$ cat config.mk
export PLATFORM = sky130hd
export DESIGN_NAME = eisa_system_arbiter
export DESIGN_NICKNAME = d
export VERILOG_FILES = /design/src/rtl/arb_pkg.sv /design/src/rtl/pick_if.sv /design/src/rtl/dma_prio.sv /design/src/rtl/eisa_system_arbiter.sv /design/src/rtl/master_rr.sv
export SDC_FILE = /design/constraint.sdc
export NUM_CORES = 1
export LEC_CHECK = 0
export BUFFER_PORTS_ARGS = -buffer_cell sky130_fd_sc_hd__buf_2
export CAP_MARGIN = 10
export CORE_MARGIN = 3
export CORE_UTILIZATION = 50
export CTS_CLUSTER_DIAMETER = 50
export DETAILED_ROUTE_END_ITERATION = 12
export GPL_TIMING_DRIVEN = 0
export PLACE_DENSITY_LB_ADDON = 0.15
export SLEW_MARGIN = 20
export SYNTH_ARGS = -nofsm -noshare
export SYNTH_HDL_FRONTEND = slang
export SYNTH_SLANG_ARGS = --single-unit
$ cat constraint.sdc
create_clock -name clk -period 10.6 [get_ports clk]
set_clock_uncertainty 0.2 [all_clocks]
set_input_delay 0.53 -clock clk [delete_from_list [all_inputs] [get_ports clk]]
set_output_delay 0.53 -clock clk [all_outputs]
set_load 0.02 [all_outputs]
$ cat src/rtl/arb_pkg.sv
package arb_pkg;
    // bus size
    localparam int NUM_MASTERS = 6;
    localparam int NUM_DMA = 8;
    localparam int IDX_W = 3;
    // read-only port addresses
    localparam logic [15:0] OFS_BUS_OWNER = 16'h040c;
    localparam logic [15:0] OFS_LAST_MASTER = 16'h0464;
    // bus owner status fields
    localparam int OWNER_MASTER_BIT = 0;
    localparam int OWNER_CPU_BIT = 1;
    localparam logic [7:0] REG_RST = 8'h00;
    // timeout counters
    localparam int PREEMPT_W = 6;
    localparam int CMD_W = 8;
    localparam logic [PREEMPT_W-1:0] PREEMPT_LIMIT = 6'h3f;
    localparam logic [CMD_W-1:0] CMD_LIMIT = 8'hff;
    // pin bundle layout for the input synchroniser
    localparam int PIN_W = 18;
    localparam int PIN_DREQ = 0;
    localparam int PIN_MREQ = 8;
    localparam int PIN_REF = 14;
    localparam int PIN_ACK = 15;
    localparam int PIN_CMD = 16;
    localparam int PIN_IORD = 17;
    // strobes are active low, so they idle high
    localparam logic [PIN_W-1:0] PIN_RST = 18'h30000;
    // arbiter states
    typedef enum logic [3:0] {
        ST_CPU = 4'h1,
        ST_YIELD = 4'h2,
        ST_ARB = 4'h4,
        ST_OTHER = 4'h8
    } arb_state_t;
    // top level rotation slots
    typedef enum logic [1:0] {
        TURN_REF = 2'h0,
        TURN_DMA = 2'h1,
        TURN_GRP = 2'h2
    } turn_t;
endpackage

$ cat src/rtl/pick_if.sv
`timescale 1ns/1ps
`default_nettype none
// request vector in, winner out, advance moves the rotation
interface pick_if #(parameter int N = 6);
    logic [N-1:0] req;
    logic advance;
    logic valid;
    logic [2:0] idx;
    modport arb (output req, output advance, input valid, input idx);
    modport picker (input req, input advance, output valid, output idx);
endinterface
`default_nettype wire

$ cat src/rtl/dma_prio.sv
`timescale 1ns/1ps
`default_nettype none
module dma_prio import arb_pkg::*; (
    input wire logic clk,
    input wire logic sys_rst,
    input wire logic rotateLow,
    input wire logic rotateHigh,
    pick_if.picker pk
);
    // first request at or after top, {valid, index}
    function automatic logic [2:0] pick4(logic [3:0] r, logic [1:0] top);
        logic found;
        logic [1:0] j;
        logic [1:0] sel;
        found = 1'b0;
        sel = 2'h0;
        for (int i = 0; i < 4; i++) begin
            j = top + 2'(i);
            if (!found && r[j]) begin
                found = 1'b1;
                sel = j;
            end
        end
        return {found, sel};
    endfunction

    logic [1:0] lowTop_q, lowTop_d; // highest channel of group 0-3
    logic [1:0] highTop_q, highTop_d; // highest slot of cascade group
    logic [2:0] lo; // winner of channels 0-3
    logic [2:0] hi; // winner of slots cascade,5,6,7

    // low group feeds slot 0 of the high group
    assign lo = pick4(pk.req[3:0], lowTop_q);
    assign hi = pick4({pk.req[7:5], lo[2]}, highTop_q);
    assign pk.valid = hi[2];
    assign pk.idx = (hi[1:0] == 2'h0) ? {1'b0, lo[1:0]} : {1'b1, hi[1:0]};

    // fixed mode pins the pointers, rotating moves past the served one
    always_comb begin
        lowTop_d = 2'h0;
        highTop_d = 2'h0;
        if (rotateLow) begin
            lowTop_d = lowTop_q;
            if (pk.advance && hi[2] && hi[1:0] == 2'h0) begin
                lowTop_d = lo[1:0] + 2'h1;
            end
        end
        if (rotateHigh) begin
            highTop_d = highTop_q;
            if (pk.advance && hi[2]) begin
                highTop_d = hi[1:0] + 2'h1;
            end
        end
    end

    // pointer registers
    always_ff @(posedge clk) begin
        if (sys_rst) begin
            lowTop_q <= 2'h0;
            highTop_q <= 2'h0;
        end else begin
            lowTop_q <= lowTop_d;
            highTop_q <= highTop_d;
        end
    end

    property p_dma_rotate;
        @(posedge clk) disable iff (sys_rst)
        rotateLow && pk.advance && pk.idx == 3'h1 |=> lowTop_q == 2'h2;
    endproperty
    a_dma_rotate: assert property (p_dma_rotate)
        else $error("dma low group did not rotate");

    property p_dma_cascade;
        @(posedge clk) disable iff (sys_rst)
        highTop_q == 2'h0 && (|pk.req[3:0]) |-> pk.valid && !pk.idx[2];
    endproperty
    a_dma_cascade: assert property (p_dma_cascade)
        else $error("dma low group lost its cascade slot");
endmodule
`default_nettype wire

$ cat src/rtl/eisa_system_arbiter.sv
// Behaviour
// - rotate refresh, dma and master group
// - skip parties not requesting on their turn
// - alternate cpu and eisa masters in group
// - six masters rotate, served one goes last
// - dma priority fixed or rotating by mode
// - dma channels ranked as four plus three
// - nmi pending bypasses masters and dma
// - two read-only ports show bus owners
// - refresh requests come from timer counter
// - preemption starts six-bit master timeout
// - command strobe starts eight-bit timeout
`timescale 1ns/1ps
`default_nettype none
module eisa_system_arbiter import arb_pkg::*; (
    input wire logic clk,
    input wire logic sys_rst,
    input wire logic [NUM_DMA-1:0] dmaReq,
    input wire logic dmaRotateLow,
    input wire logic dmaRotateHigh,
    input wire logic [NUM_MASTERS-1:0] masterReq,
    input wire logic dramRefreshRequest,
    input wire logic refreshDone,
    input wire logic cpuHoldAck,
    input wire logic nmiPending,
    input wire logic cmdStrobeN,
    input wire logic ioReadN,
    input wire logic [15:0] ioAddr,
    output logic cpuHoldReq,
    output logic cpuOwnsBus,
    output logic refreshGrant,
    output logic dmaGrant,
    output logic [IDX_W-1:0] dmaChannel,
    output logic [NUM_MASTERS-1:0] masterGrant,
    output logic masterTimeout,
    output logic cmdTimeout,
    output logic [7:0] ioData,
    output logic ioDataOe
);
    // index to one-hot master grant
    function automatic logic [NUM_MASTERS-1:0] oneHot(logic [2:0] i);
        return NUM_MASTERS'(1) << i;
    endfunction

    // input synchroniser, three stages plus agreement filter
    logic [PIN_W-1:0] s1_q, s2_q, s3_q; // raw pin stages
    logic [PIN_W-1:0] pin_q, pin_d; // filtered pin levels
    logic [PIN_W-1:0] agree; // stages two and three equal
    always_comb begin
        agree = ~(s2_q ^ s3_q);
        pin_d = (agree & s3_q) | (~agree & pin_q);
    end
    always_ff @(posedge clk) begin
        if (sys_rst) begin
            s1_q <= PIN_RST;
            s2_q <= PIN_RST;
            s3_q <= PIN_RST;
            pin_q <= PIN_RST;
        end else begin
            s1_q <= {ioReadN, cmdStrobeN, cpuHoldAck, dramRefreshRequest,
                     masterReq, dmaReq};
            s2_q <= s1_q;
            s3_q <= s2_q;
            pin_q <= pin_d;
        end
    end

    // filtered views of the pins
    logic [NUM_DMA-1:0] dreq; // dma requests
    logic [NUM_MASTERS-1:0] mreq; // master requests
    logic refLvl; // refresh timer output
    logic ack; // cpu released the bus
    logic cmdAct; // command strobe asserted
    logic rdAct; // io read strobe asserted
    assign dreq = pin_q[PIN_DREQ +: NUM_DMA];
    assign mreq = pin_q[PIN_MREQ +: NUM_MASTERS];
    assign refLvl = pin_q[PIN_REF];
    assign ack = pin_q[PIN_ACK];
    assign cmdAct = !pin_q[PIN_CMD];
    assign rdAct = !pin_q[PIN_IORD];

    // sub arbiters for dma channels and eisa masters
    pick_if #(.N(NUM_DMA)) dmaPick();
    pick_if #(.N(NUM_MASTERS)) mstPick();
    logic dmaAdv; // dma winner granted this cycle
    logic mstAdv; // master winner granted this cycle
    assign dmaPick.req = dreq;
    assign dmaPick.advance = dmaAdv;
    assign mstPick.req = mreq;
    assign mstPick.advance = mstAdv;

    dma_prio u_dma (
        .clk(clk),
        .sys_rst(sys_rst),
        .rotateLow(dmaRotateLow),
        .rotateHigh(dmaRotateHigh),
        .pk(dmaPick.picker)
    );

    master_rr #(.N(NUM_MASTERS)) u_mst (
        .clk(clk),
        .sys_rst(sys_rst),
        .pk(mstPick.picker)
    );

    // arbiter state
    arb_state_t state_q, state_d; // bus phase
    turn_t turn_q, turn_d; // next top level slot
    turn_t owner_q, owner_d; // non-cpu owner kind
    turn_t win; // top level winner in arbitration
    logic grpMaster_q, grpMaster_d; // masters next in the group
    logic refPend_q, refPend_d; // refresh waiting for the bus
    logic refPrev_q; // refresh level last cycle
    logic refRise; // new refresh request
    logic [2:0] dmaCh_q, dmaCh_d; // granted dma channel
    logic [2:0] mst_q, mst_d; // granted master
    logic [2:0] lastMst_q, lastMst_d; // master granted most recently
    logic [PREEMPT_W-1:0] preCnt_q, preCnt_d; // preemption timeout
    logic [CMD_W-1:0] cmdCnt_q, cmdCnt_d; // command timeout
    logic dmaOk; // dma may compete
    logic mstOk; // masters may compete
    logic otherWants; // someone besides the cpu needs the bus
    logic preempt; // owning master is asked to leave
    logic mTo_d; // master timeout pulse
    logic cTo_d; // command timeout pulse
    logic holdReq_d, cpuOwn_d, refG_d, dmaG_d; // output next values
    logic [NUM_MASTERS-1:0] mstG_d; // master grant next value
    logic [7:0] ioData_d; // read data next value
    logic ioOe_d; // read drive next value

    // timer counter output rising edge is a refresh request
    assign refRise = refLvl && !refPrev_q;
    // nmi keeps masters and dma out of the rotation
    assign dmaOk = dmaPick.valid && !nmiPending;
    assign mstOk = mstPick.valid && !nmiPending;
    assign otherWants = refPend_q || dmaOk || mstOk;
    // three-way pick from the turn, idle slots skipped
    always_comb begin
        win = turn_q;
        if (win == TURN_REF && !refPend_q) begin
            win = TURN_DMA;
        end
        if (win == TURN_DMA && !dmaOk) begin
            win = TURN_GRP;
        end
    end
    assign preempt = (owner_q == TURN_GRP) && (refPend_q || dmaOk ||
                     nmiPending || |(mreq & ~oneHot(mst_q)));

    // next state of the arbiter
    always_comb begin
        state_d = state_q;
        turn_d = turn_q;
        owner_d = owner_q;
        grpMaster_d = grpMaster_q;
        refPend_d = refPend_q || refRise; // set wins over clear
        dmaAdv = 1'b0;
        mstAdv = 1'b0;
        dmaCh_d = dmaCh_q;
        mst_d = mst_q;
        lastMst_d = lastMst_q;
        preCnt_d = '0;
        mTo_d = 1'b0;
        unique case (state_q)
            ST_CPU: begin
                // cpu parks on the bus until someone else asks
                if (otherWants) begin
                    state_d = ST_YIELD;
                end
            end
            ST_YIELD: begin
                // wait for cpu release before any grant
                if (ack) begin
                    state_d = ST_ARB;
                end
            end
            ST_ARB: begin
                // bus free, no grant out this cycle
                turn_d = (win == TURN_GRP) ? TURN_REF :
                         (win == TURN_REF) ? TURN_DMA : TURN_GRP;
                state_d = ST_OTHER;
                owner_d = win;
                if (win == TURN_REF) begin
                    refPend_d = refRise;
                end else if (win == TURN_DMA) begin
                    dmaCh_d = dmaPick.idx;
                    dmaAdv = 1'b1;
                end else if (grpMaster_q && mstOk) begin
                    // master turn after a cpu tenure
                    mst_d = mstPick.idx;
                    lastMst_d = mstPick.idx;
                    mstAdv = 1'b1;
                    grpMaster_d = 1'b0;
                end else begin
                    // cpu served, masters go next
                    state_d = ST_CPU;
                    grpMaster_d = 1'b1;
                end
            end
            ST_OTHER: begin
                // owner release returns to arbitration
                if (owner_q == TURN_REF) begin
                    if (refreshDone) begin
                        state_d = ST_ARB;
                    end
                end else if (owner_q == TURN_DMA) begin
                    if (!dreq[dmaCh_q]) begin
                        state_d = ST_ARB;
                    end
                end else if (!mreq[mst_q]) begin
                    state_d = ST_ARB;
                end else if (preempt) begin
                    // bounded stay once preempted
                    preCnt_d = preCnt_q + 6'h01;
                    if (preCnt_q == PREEMPT_LIMIT) begin
                        preCnt_d = '0;
                        mTo_d = 1'b1;
                        state_d = ST_ARB;
                    end
                end
            end
        endcase
    end

    // outputs follow the next state, at most one grant
    always_comb begin
        cpuOwn_d = (state_d == ST_CPU) || (state_d == ST_YIELD);
        holdReq_d = !(state_d == ST_CPU);
        refG_d = (state_d == ST_OTHER) && (owner_d == TURN_REF);
        dmaG_d = (state_d == ST_OTHER) && (owner_d == TURN_DMA);
        mstG_d = '0;
        if (state_d == ST_OTHER && owner_d == TURN_GRP) begin
            mstG_d = oneHot(mst_d);
        end
    end

    // command strobe watchdog
    always_comb begin
        cmdCnt_d = '0;
        cTo_d = 1'b0;
        if (cmdAct) begin
            cmdCnt_d = (cmdCnt_q == CMD_LIMIT) ? cmdCnt_q : cmdCnt_q + 8'h01;
            cTo_d = (cmdCnt_q == CMD_LIMIT - 8'h01);
        end
    end

    // read-only status ports, writes ignored
    always_comb begin
        ioOe_d = 1'b0;
        ioData_d = REG_RST;
        if (rdAct && ioAddr == OFS_BUS_OWNER) begin
            ioOe_d = 1'b1;
            ioData_d[OWNER_MASTER_BIT] = |masterGrant;
            ioData_d[OWNER_CPU_BIT] = cpuOwnsBus;
        end else if (rdAct && ioAddr == OFS_LAST_MASTER) begin
            ioOe_d = 1'b1;
            ioData_d[2:0] = lastMst_q;
        end
    end

    // registers, reset parks the bus on the cpu
    always_ff @(posedge clk) begin
        if (sys_rst) begin
            state_q <= ST_CPU;
            turn_q <= TURN_REF;
            owner_q <= TURN_REF;
            grpMaster_q <= 1'b1;
            refPend_q <= 1'b0;
            refPrev_q <= 1'b0;
            dmaCh_q <= 3'h0;
            mst_q <= 3'h0;
            lastMst_q <= 3'h0;
            preCnt_q <= '0;
            cmdCnt_q <= '0;
            cpuHoldReq <= 1'b0;
            cpuOwnsBus <= 1'b1;
            refreshGrant <= 1'b0;
            dmaGrant <= 1'b0;
            dmaChannel <= 3'h0;
            masterGrant <= '0;
            masterTimeout <= 1'b0;
            cmdTimeout <= 1'b0;
            ioData <= REG_RST;
            ioDataOe <= 1'b0;
        end else begin
            state_q <= state_d;
            turn_q <= turn_d;
            owner_q <= owner_d;
            grpMaster_q <= grpMaster_d;
            refPend_q <= refPend_d;
            refPrev_q <= refLvl;
            dmaCh_q <= dmaCh_d;
            mst_q <= mst_d;
            lastMst_q <= lastMst_d;
            preCnt_q <= preCnt_d;
            cmdCnt_q <= cmdCnt_d;
            cpuHoldReq <= holdReq_d;
            cpuOwnsBus <= cpuOwn_d;
            refreshGrant <= refG_d;
            dmaGrant <= dmaG_d;
            dmaChannel <= dmaCh_d;
            masterGrant <= mstG_d;
            masterTimeout <= mTo_d;
            cmdTimeout <= cTo_d;
            ioData <= ioData_d;
            ioDataOe <= ioOe_d;
        end
    end

    logic anyGrant; // some owner other than the cpu
    assign anyGrant = refreshGrant || dmaGrant || (|masterGrant);

    property p_one_grant;
        @(posedge clk) disable iff (sys_rst)
        $onehot0({cpuOwnsBus, refreshGrant, dmaGrant, masterGrant});
    endproperty
    a_one_grant: assert property (p_one_grant)
        else $error("more than one bus grant");

    property p_gap;
        @(posedge clk) disable iff (sys_rst)
        $rose(anyGrant) |-> $past(!anyGrant && !cpuOwnsBus);
    endproperty
    a_gap: assert property (p_gap)
        else $error("grant given without a free cycle");

    property p_reset;
        @(posedge clk) sys_rst |=> cpuOwnsBus && !anyGrant && turn_q == TURN_REF;
    endproperty
    a_reset: assert property (p_reset)
        else $error("reset did not park the bus on the cpu");

    property p_nmi;
        @(posedge clk) disable iff (sys_rst)
        nmiPending && state_q == ST_ARB |=> !dmaGrant && masterGrant == '0;
    endproperty
    a_nmi: assert property (p_nmi)
        else $error("nmi did not bypass masters and dma");

    property p_rotate;
        @(posedge clk) disable iff (sys_rst)
        state_q == ST_ARB && refPend_q && turn_q == TURN_REF
            |=> refreshGrant ##0 turn_q == TURN_DMA;
    endproperty
    a_rotate: assert property (p_rotate)
        else $error("refresh turn not served or rotation stuck");

    property p_skip;
        @(posedge clk) disable iff (sys_rst)
        state_q == ST_ARB && turn_q == TURN_REF && !refPend_q && dmaOk
            |=> dmaGrant;
    endproperty
    a_skip: assert property (p_skip)
        else $error("idle refresh slot not skipped");

    property p_alternate;
        @(posedge clk) disable iff (sys_rst)
        state_q == ST_ARB && win == TURN_GRP && grpMaster_q && mstOk
            |=> masterGrant != '0;
    endproperty
    a_alternate: assert property (p_alternate)
        else $error("master not served after cpu tenure");

    property p_refresh_req;
        @(posedge clk) disable iff (sys_rst)
        $rose(refLvl) |=> refPend_q;
    endproperty
    a_refresh_req: assert property (p_refresh_req)
        else $error("refresh request lost");

    property p_preempt;
        @(posedge clk) disable iff (sys_rst)
        state_q == ST_OTHER && preCnt_q == PREEMPT_LIMIT && preempt
            && mreq[mst_q] |=> masterTimeout && masterGrant == '0;
    endproperty
    a_preempt: assert property (p_preempt)
        else $error("preempted master kept the bus");

    property p_cmd;
        @(posedge clk) disable iff (sys_rst)
        cmdAct && cmdCnt_q == 8'hfe |=> cmdTimeout ##1 !cmdTimeout;
    endproperty
    a_cmd: assert property (p_cmd)
        else $error("command timeout missing or repeated");

    property p_port;
        @(posedge clk) disable iff (sys_rst)
        rdAct && ioAddr == OFS_LAST_MASTER |=> ioDataOe
            && ioData == {5'h00, $past(lastMst_q)};
    endproperty
    a_port: assert property (p_port)
        else $error("last master port wrong");

    c_master: cover property (@(posedge clk) disable iff (sys_rst)
        $rose(|masterGrant));
    c_refresh: cover property (@(posedge clk) disable iff (sys_rst)
        $rose(refreshGrant));
    c_dma: cover property (@(posedge clk) disable iff (sys_rst)
        $rose(dmaGrant));
    c_mto: cover property (@(posedge clk) disable iff (sys_rst)
        masterTimeout);
endmodule
`default_nettype wire

$ cat src/rtl/master_rr.sv
`timescale 1ns/1ps
`default_nettype none
module master_rr import arb_pkg::*; #(parameter int N = NUM_MASTERS) (
    input wire logic clk,
    input wire logic sys_rst,
    pick_if.picker pk
);
    logic [2:0] top_q, top_d; // master with highest priority
    logic found; // some master requests
    logic [2:0] sel; // winning master

    // search from top around the ring
    always_comb begin
        int j;
        j = 0;
        found = 1'b0;
        sel = 3'h0;
        for (int i = 0; i < N; i++) begin
            j = (int'(top_q) + i) % N;
            if (!found && pk.req[j]) begin
                found = 1'b1;
                sel = 3'(j);
            end
        end
    end
    assign pk.valid = found;
    assign pk.idx = sel;

    // served master drops to lowest priority
    always_comb begin
        top_d = top_q;
        if (pk.advance && found) begin
            top_d = (sel == 3'(N - 1)) ? 3'h0 : sel + 3'h1;
        end
    end

    // pointer register
    always_ff @(posedge clk) begin
        if (sys_rst) begin
            top_q <= 3'h0;
        end else begin
            top_q <= top_d;
        end
    end

    property p_mst_rotate;
        @(posedge clk) disable iff (sys_rst)
        pk.advance && pk.valid && pk.idx == 3'h2 |=> top_q == 3'h3;
    endproperty
    a_mst_rotate: assert property (p_mst_rotate)
        else $error("served master kept its priority");
endmodule
`default_nettype wire

==> results of run 1 <==
## through the flow
stage               setup slack (ns)  power (mW)  hold slack (ns)  utilization [%]  instances
finish                          6.21        1.07            0.103             61.1        910
global route                    5.87        1.11            0.101             61.1        910
CTS                             6.25        1.09           0.0869             61.1        910
detailed placement              6.30       0.543            0.193             56.3        878
global placement                6.38       0.541            0.194             56.3        878
floorplan                       6.84       0.528            0.189                -        678
## power by group through the flow
stage	registers [mW]	clock network [mW]	logic (mW)
floorplan	0.508	0	0.0207
global placement	0.508	0	0.0335
detailed placement	0.508	0	0.0343
CTS	0.498	0.554	0.0344
global route	0.499	0.577	0.0382
finish	0.498	0.543	0.0339
## worst max-delay path: stages, from the launching register on
cell and delay (ns):
dfxtp_1 0.49, inv_1 0.24, ha_1 0.35, a21oi_1 0.42, inv_1 0.12, ha_1 0.31
nor2b_1 0.20, nand3_1 0.11, a311oi_1 0.39, nor3_1 0.13, and4b_1 0.21, buf_4 0.16
a31o_1 0.22, a211o_1 0.33, a31oi_1 0.25, a31oi_1 0.13
## path summary, 6_finish.rpt
path,depth (start not counted),end,slack (ns)
max,15,cpuHoldReq,6.21
min,2,s1_q[16],0.10
max reg2reg,15,cpuHoldReq,6.21
min reg2reg,1,s2_q[17],0.21
## logic make-up (layout without fill, tap and decap cells)
group                    count (synthesis)  count (layout)  synth area share [%]
other                                    1               5                0.0619
XOR/XNOR                                17              17                  2.89
AND/OR/NAND/NOR                        270             270                  23.7
multiplexers                            23              23                  4.93
buffers and inverters                   57             146                  4.29
flip-flops                             129             129                  42.6
adder cells (fa/ha/maj)                 17              17                  3.51
AO/OA/AOI/OAI                          160             160                  18.0
## routing by layer
layer / vias up / global-route usage, % / routed length (um)
li1: 2537 / - / -
met1: 2280 / 27.3 / 6060
met2: 154 / 31.5 / 5960
met3: 9 / 5.34 / 960
met4: 0 / 6.65 / 123
met5: - / 0 / 0
## cell usage in the layout (no fill, tap or decap), types with 12 or more instances in the layout
cell type and count:
clkbuf_1 19, nand3_1 16, dfxtp_1 129, nor2b_1 60, clkbuf_16 17, nor3_1 15, inv_1 24, o21ai_0 29
a211oi_1 13, mux2i_1 13, ha_1 17, nand2_1 38, nand2b_1 12, a21oi_1 48, xnor2_1 13, nor2_1 67
buf_2 61
## layout make-up
| class | count | share of cell area (%) |
|---|---|---|
| Buffer | 33 | 2.40 |
| Clock buffer | 17 | 5.99 |
| Clock inverter | 15 | 1.89 |
| Inverter | 24 | 1.27 |
| Multi-Input combinational cell | 492 | 45.6 |
| Sequential cell | 129 | 36.4 |
| Tap cell | 143 | 2.52 |
| Timing Repair Buffer | 57 | 4.02 |
==> flow_summary.json, run 1 <==
{
  "hpwlAfterDp_um": 9730,
  "start_util_pct": 52.2,
  "critPathArrivalTime_ns": 4.46,
  "core-area_um2": 11600,
  "io-pin-count": 64,
  "yosysMostFrequentCell": "dfxtp_1",
  "path_clk_slew_ns": 0.06,
  "die_x_um": 116,
  "yosysSeqAreaShare_pct": 42.6,
  "regArea_um2": 2580,
  "p_int_uw": 833,
  "cellLeakagePower_nw": 2.75,
  "port_buffers": 57,
  "r2r-start": "u_mst.top_q[1]",
  "fillers": 1018,
  "clock.fmax_ghz": 0.228,
  "multi_input_area_um2": 3230,
  "yosysTopAreaCell": "dfxtp_1",
  "antenna_found_initial": 0,
  "yosysWarningCount": 0,
  "synth_top_cells_by_area": "dfxtp_1 (43%), nor2b_1 (6.2%), nor2_1 (4.1%)",
  "area_delta_synth_final_pct": 17.1,
  "drt_iter0_markers": 320,
  "endpoint_kind": "flip-flop",
  "drt_wl_total_um": 13100,
  "required_ns": 10.67,
  "cts_root_buffer": "clkbuf_16",
  "crit_start": "u_mst.top_q[1]",
  "hold_viol_final": 0,
  "post-cts-setup-buffer-count": 0,
  "min_period_ns": 4.39,
  "tightest_slew_ns": 0.728,
  "max-cap-violations": 0,
  "firstDrtPassIters": 5,
  "setup_violations": 0,
  "pwr-share-clk_pct": 50.5,
  "swShare_pct": 22.5,
  "ctsLongestPathBuffers": 2,
  "crit_path_start_kind": "flip-flop",
  "finalCritPeriodShare_pct": 41.4,
  "cts.sinks": 129,
  "finalMaxSlewViolations": 0,
  "synthArstFlopShare_pct": 0,
  "place.gp.congestion": 0.922,
  "cts_tree": "done",
  "cp_max_fo": 9,
  "fin_tns_setup_ns": 0,
  "antennaDiodeCount": 0,
  "grt_pass1_vias": 4549,
  "wl_per_cell_um": 14.4,
  "synth_flop_cell": "dfxtp_1",
  "final_area_um2": 7100,
  "switchingPower_uw": 242,
  "synth_top_area_share_pct": 42.6,
  "fp.dieH_um": 116,
  "worstHoldPathType": "input port to flip-flop",
  "die_area_um2": 13500,
  "ys_ff_latch": 129,
  "grt_use_total_pct": 20.1,
  "drc": 0,
  "ys_types": 81,
  "nets": 811,
  "clk_latency_ns": 0.42,
  "core.rowCount": 39,
  "grt_first_pass_wirelength_um": 21500,
  "syn_area_um2": 6060,
  "placed_area_um2": 6540,
  "peakVddDrop_mv": 0.151,
  "status": "finished clean",
  "power.density_nw_per_um2": 151,
  "synth_cells": 674,
  "crit_type": "flip-flop to flip-flop",
  "rsz0062_at_grt": "false",
  "vias_per_cell": 5.47,
  "grt-ovfl-total": 0,
  "h-tree-depth": 4,
  "cts_hold_buf": 0,
  "syn_avg_cell_area_um2": 8.99,
  "drive_above_1_share_pct": 18.5,
  "grt_start_max_net_pins": 17,
  "relSlewSlack_pct": 51.0,
  "synth_edf_count": 0,
  "vias": 4980,
  "ant_nets": 0,
  "min_from": "cmdStrobeN",
  "synth_top_cells_by_count": "dfxtp_1 (129), nor2_1 (67), nor2b_1 (60)",
  "ctsResizeCount": 0,
  "p_seq_share_pct": 46.3,
  "cts_made_buffers": 17,
  "pwr-share-comb_pct": 3.2
}
Power figures use the tool's default switching activity.
==> inputs of run 2 (changes only) <==
==> constraint.sdc (replaced) <==
create_clock -name clk -period 4.4 [get_ports clk]
set_clock_uncertainty 0.2 [all_clocks]
set_input_delay 0.22 -clock clk [delete_from_list [all_inputs] [get_ports clk]]
set_output_delay 0.22 -clock clk [all_outputs]
set_load 0.02 [all_outputs]
==> flow_summary.json, run 2 (synthesized netlist as in run 1, its figures left out) <==
{
  "setup_violations": 0,
  "crit_path_start_kind": "flip-flop",
  "cp_max_fo": 10,
  "vias_per_cell": 5.46,
  "cts.sinks": 129,
  "layout_common_cells": "dfxtp_1 (127), nor2_1 (67), buf_2 (61)",
  "cellLeakagePower_nw": 2.86,
  "finalMaxSlewViolations": 0,
  "hpwlAfterDp_um": 9730,
  "grt-ovfl-total": 0,
  "finalPower_mw": 2.61,
  "min_period_ns": 4.13,
  "clock.fmax_ghz": 0.242,
  "power.density_nw_per_um2": 351,
  "status": "finished clean",
  "critPathArrivalTime_ns": 4.22,
  "peakVddDrop_mv": 0.364,
  "fp.dieH_um": 116,
  "core-area_um2": 11600,
  "clk_latency_ns": 0.42,
  "drt_iter0_markers": 314,
  "fillers": 974,
  "drive_above_1_share_pct": 19.3,
  "cts_root_buffer": "clkbuf_16",
  "wl_per_cell_um": 14.5,
  "die_x_um": 116,
  "start_util_pct": 52.2,
  "cts_tree": "done",
  "drt_wl_total_um": 13600,
  "crit_type": "flip-flop to flip-flop",
  "nets": 838,
  "io-pin-count": 64,
  "ctsLongestPathBuffers": 2,
  "grt_pass1_vias": 4719,
  "antenna_found_initial": 0,
  "worstHoldPathType": "input port to flip-flop",
  "core.rowCount": 39,
  "vias": 5112,
  "max_stage_delay_ns": 0.42,
  "die_area_um2": 13500,
  "grt_first_pass_wirelength_um": 22300,
  "hold_viol_final": 0,
  "drc": 0,
  "max-cap-violations": 0,
  "ant_nets": 0,
  "worstPathCellList": "buf_4 -> buf_6 -> inv_1 -> ha_1 -> xnor2_4 -> ha_1 -> nor2b_1 -> nand3_1 -> a311oi_2 -> nor3_1 -> and4b_1 -> buf_4 -> a21o_4 -> or3_1 -> o2111ai_2 -> nor2_1",
  "relSlewSlack_pct": 51.7,
  "port_buffers": 57,
  "antennaDiodeCount": 0,
  "layout_commonest_cell": "dfxtp_1",
  "placed_area_um2": 6540,
  "crit_slowest_cell": "or3_1",
  "area_delta_synth_final_pct": 22.3,
  "firstDrtPassIters": 4,
  "path_clk_slew_ns": 0.06,
  "endpoint_kind": "flip-flop",
  "finalCritPeriodShare_pct": 93.9,
  "tightest_slew_ns": 0.718,
  "fin_util_pct": 63.8,
  "grt_use_total_pct": 20.9,
  "place.gp.congestion": 0.922,
  "grt_start_max_net_pins": 17,
  "final_area_um2": 7410,
  "required_ns": 4.49,
  "h-tree-depth": 4,
  "cts_made_buffers": 17
}
## run 2: cell count changes in the layout (fill, tap and decap cells not counted), sizes merged
cell	before	now
dlygate4sd3	0	24
buf	71	74
## run 2: path summary, 6_finish.rpt
check | slack, ns | depth (start not counted) | endpoint | startpoint
setup / recovery | 0.27 | 16 | masterGrant[3] | u_mst.top_q[0]
hold / removal | 0.04 | 4 | ioDataOe | ioAddr[6]
setup reg to reg | 0.27 | 16 | masterGrant[3] | u_mst.top_q[0]
hold reg to reg | 0.21 | 1 | s2_q[17] | s1_q[17]
## run 2: layer usage
| layer | global-route usage [%] | vias up | wire length, um |
|---|---|---|---|
| met1 | 27.9 | 2358 | 6260 |
| met2 | 33.4 | 149 | 6340 |
| met4 | 6.65 | 0 | 147 |
| li1 | - | 2594 | - |
| met3 | 5.39 | 11 | 848 |
| met5 | 0 | - | 0 |
## run 2: final cells by class
type                       count  area [um2]  area share [%]
buffer                        33         170            2.29
clock buffer                  17         425            5.74
clock inverter                15         134            1.81
inverter                      24        90.1            1.21
multi-input combinational    492        3280            44.3
sequential                   129        2580            34.9
tap                          143         179            2.41
timing repair buffer          84         548            7.39
## run 2: where the power goes
part / total, mW / switching, mW / internal [mW]
clock network: 1.31 / 0.530 / 0.779
registers: 1.20 / 0.00878 / 1.19
logic: 0.0980 / 0.0473 / 0.0506
total: 2.61 / 0.586 / 2.02
## run 2: repair_timing
action                     in CTS  in global routing
gates resized for setup         0                 10
hold endpoints to repair       24                  0
setup endpoints to repair       0                 18
hold buffers                   24                  0
setup buffers                   0                  3
## run 2: worst max-delay path: cells and delay by family (launching register included)
family                   cells  cell delay, ns
adder cells (fa/ha/maj)      2            0.56
buffers and inverters        4            0.68
AO/OA/AOI/OAI                3            0.71
AND/OR/NAND/NOR              6            1.16
XOR/XNOR                     1            0.29
flip-flops                   1            0.41
## run 2: per-stage QoR
stage / hold slack (ns) / TNS, ns / setup slack, ns / instances
global placement: 0.194 / 0 / 0.179 / 878
finish: 0.0367 / 0 / 0.268 / 937
global route: 0.0546 / -0.00353 / -0.00353 / 937
floorplan: 0.124 / 0 / 0.642 / 678
detailed placement: 0.193 / 0 / 0.103 / 878
CTS: 0.0164 / 0 / 0.0550 / 934
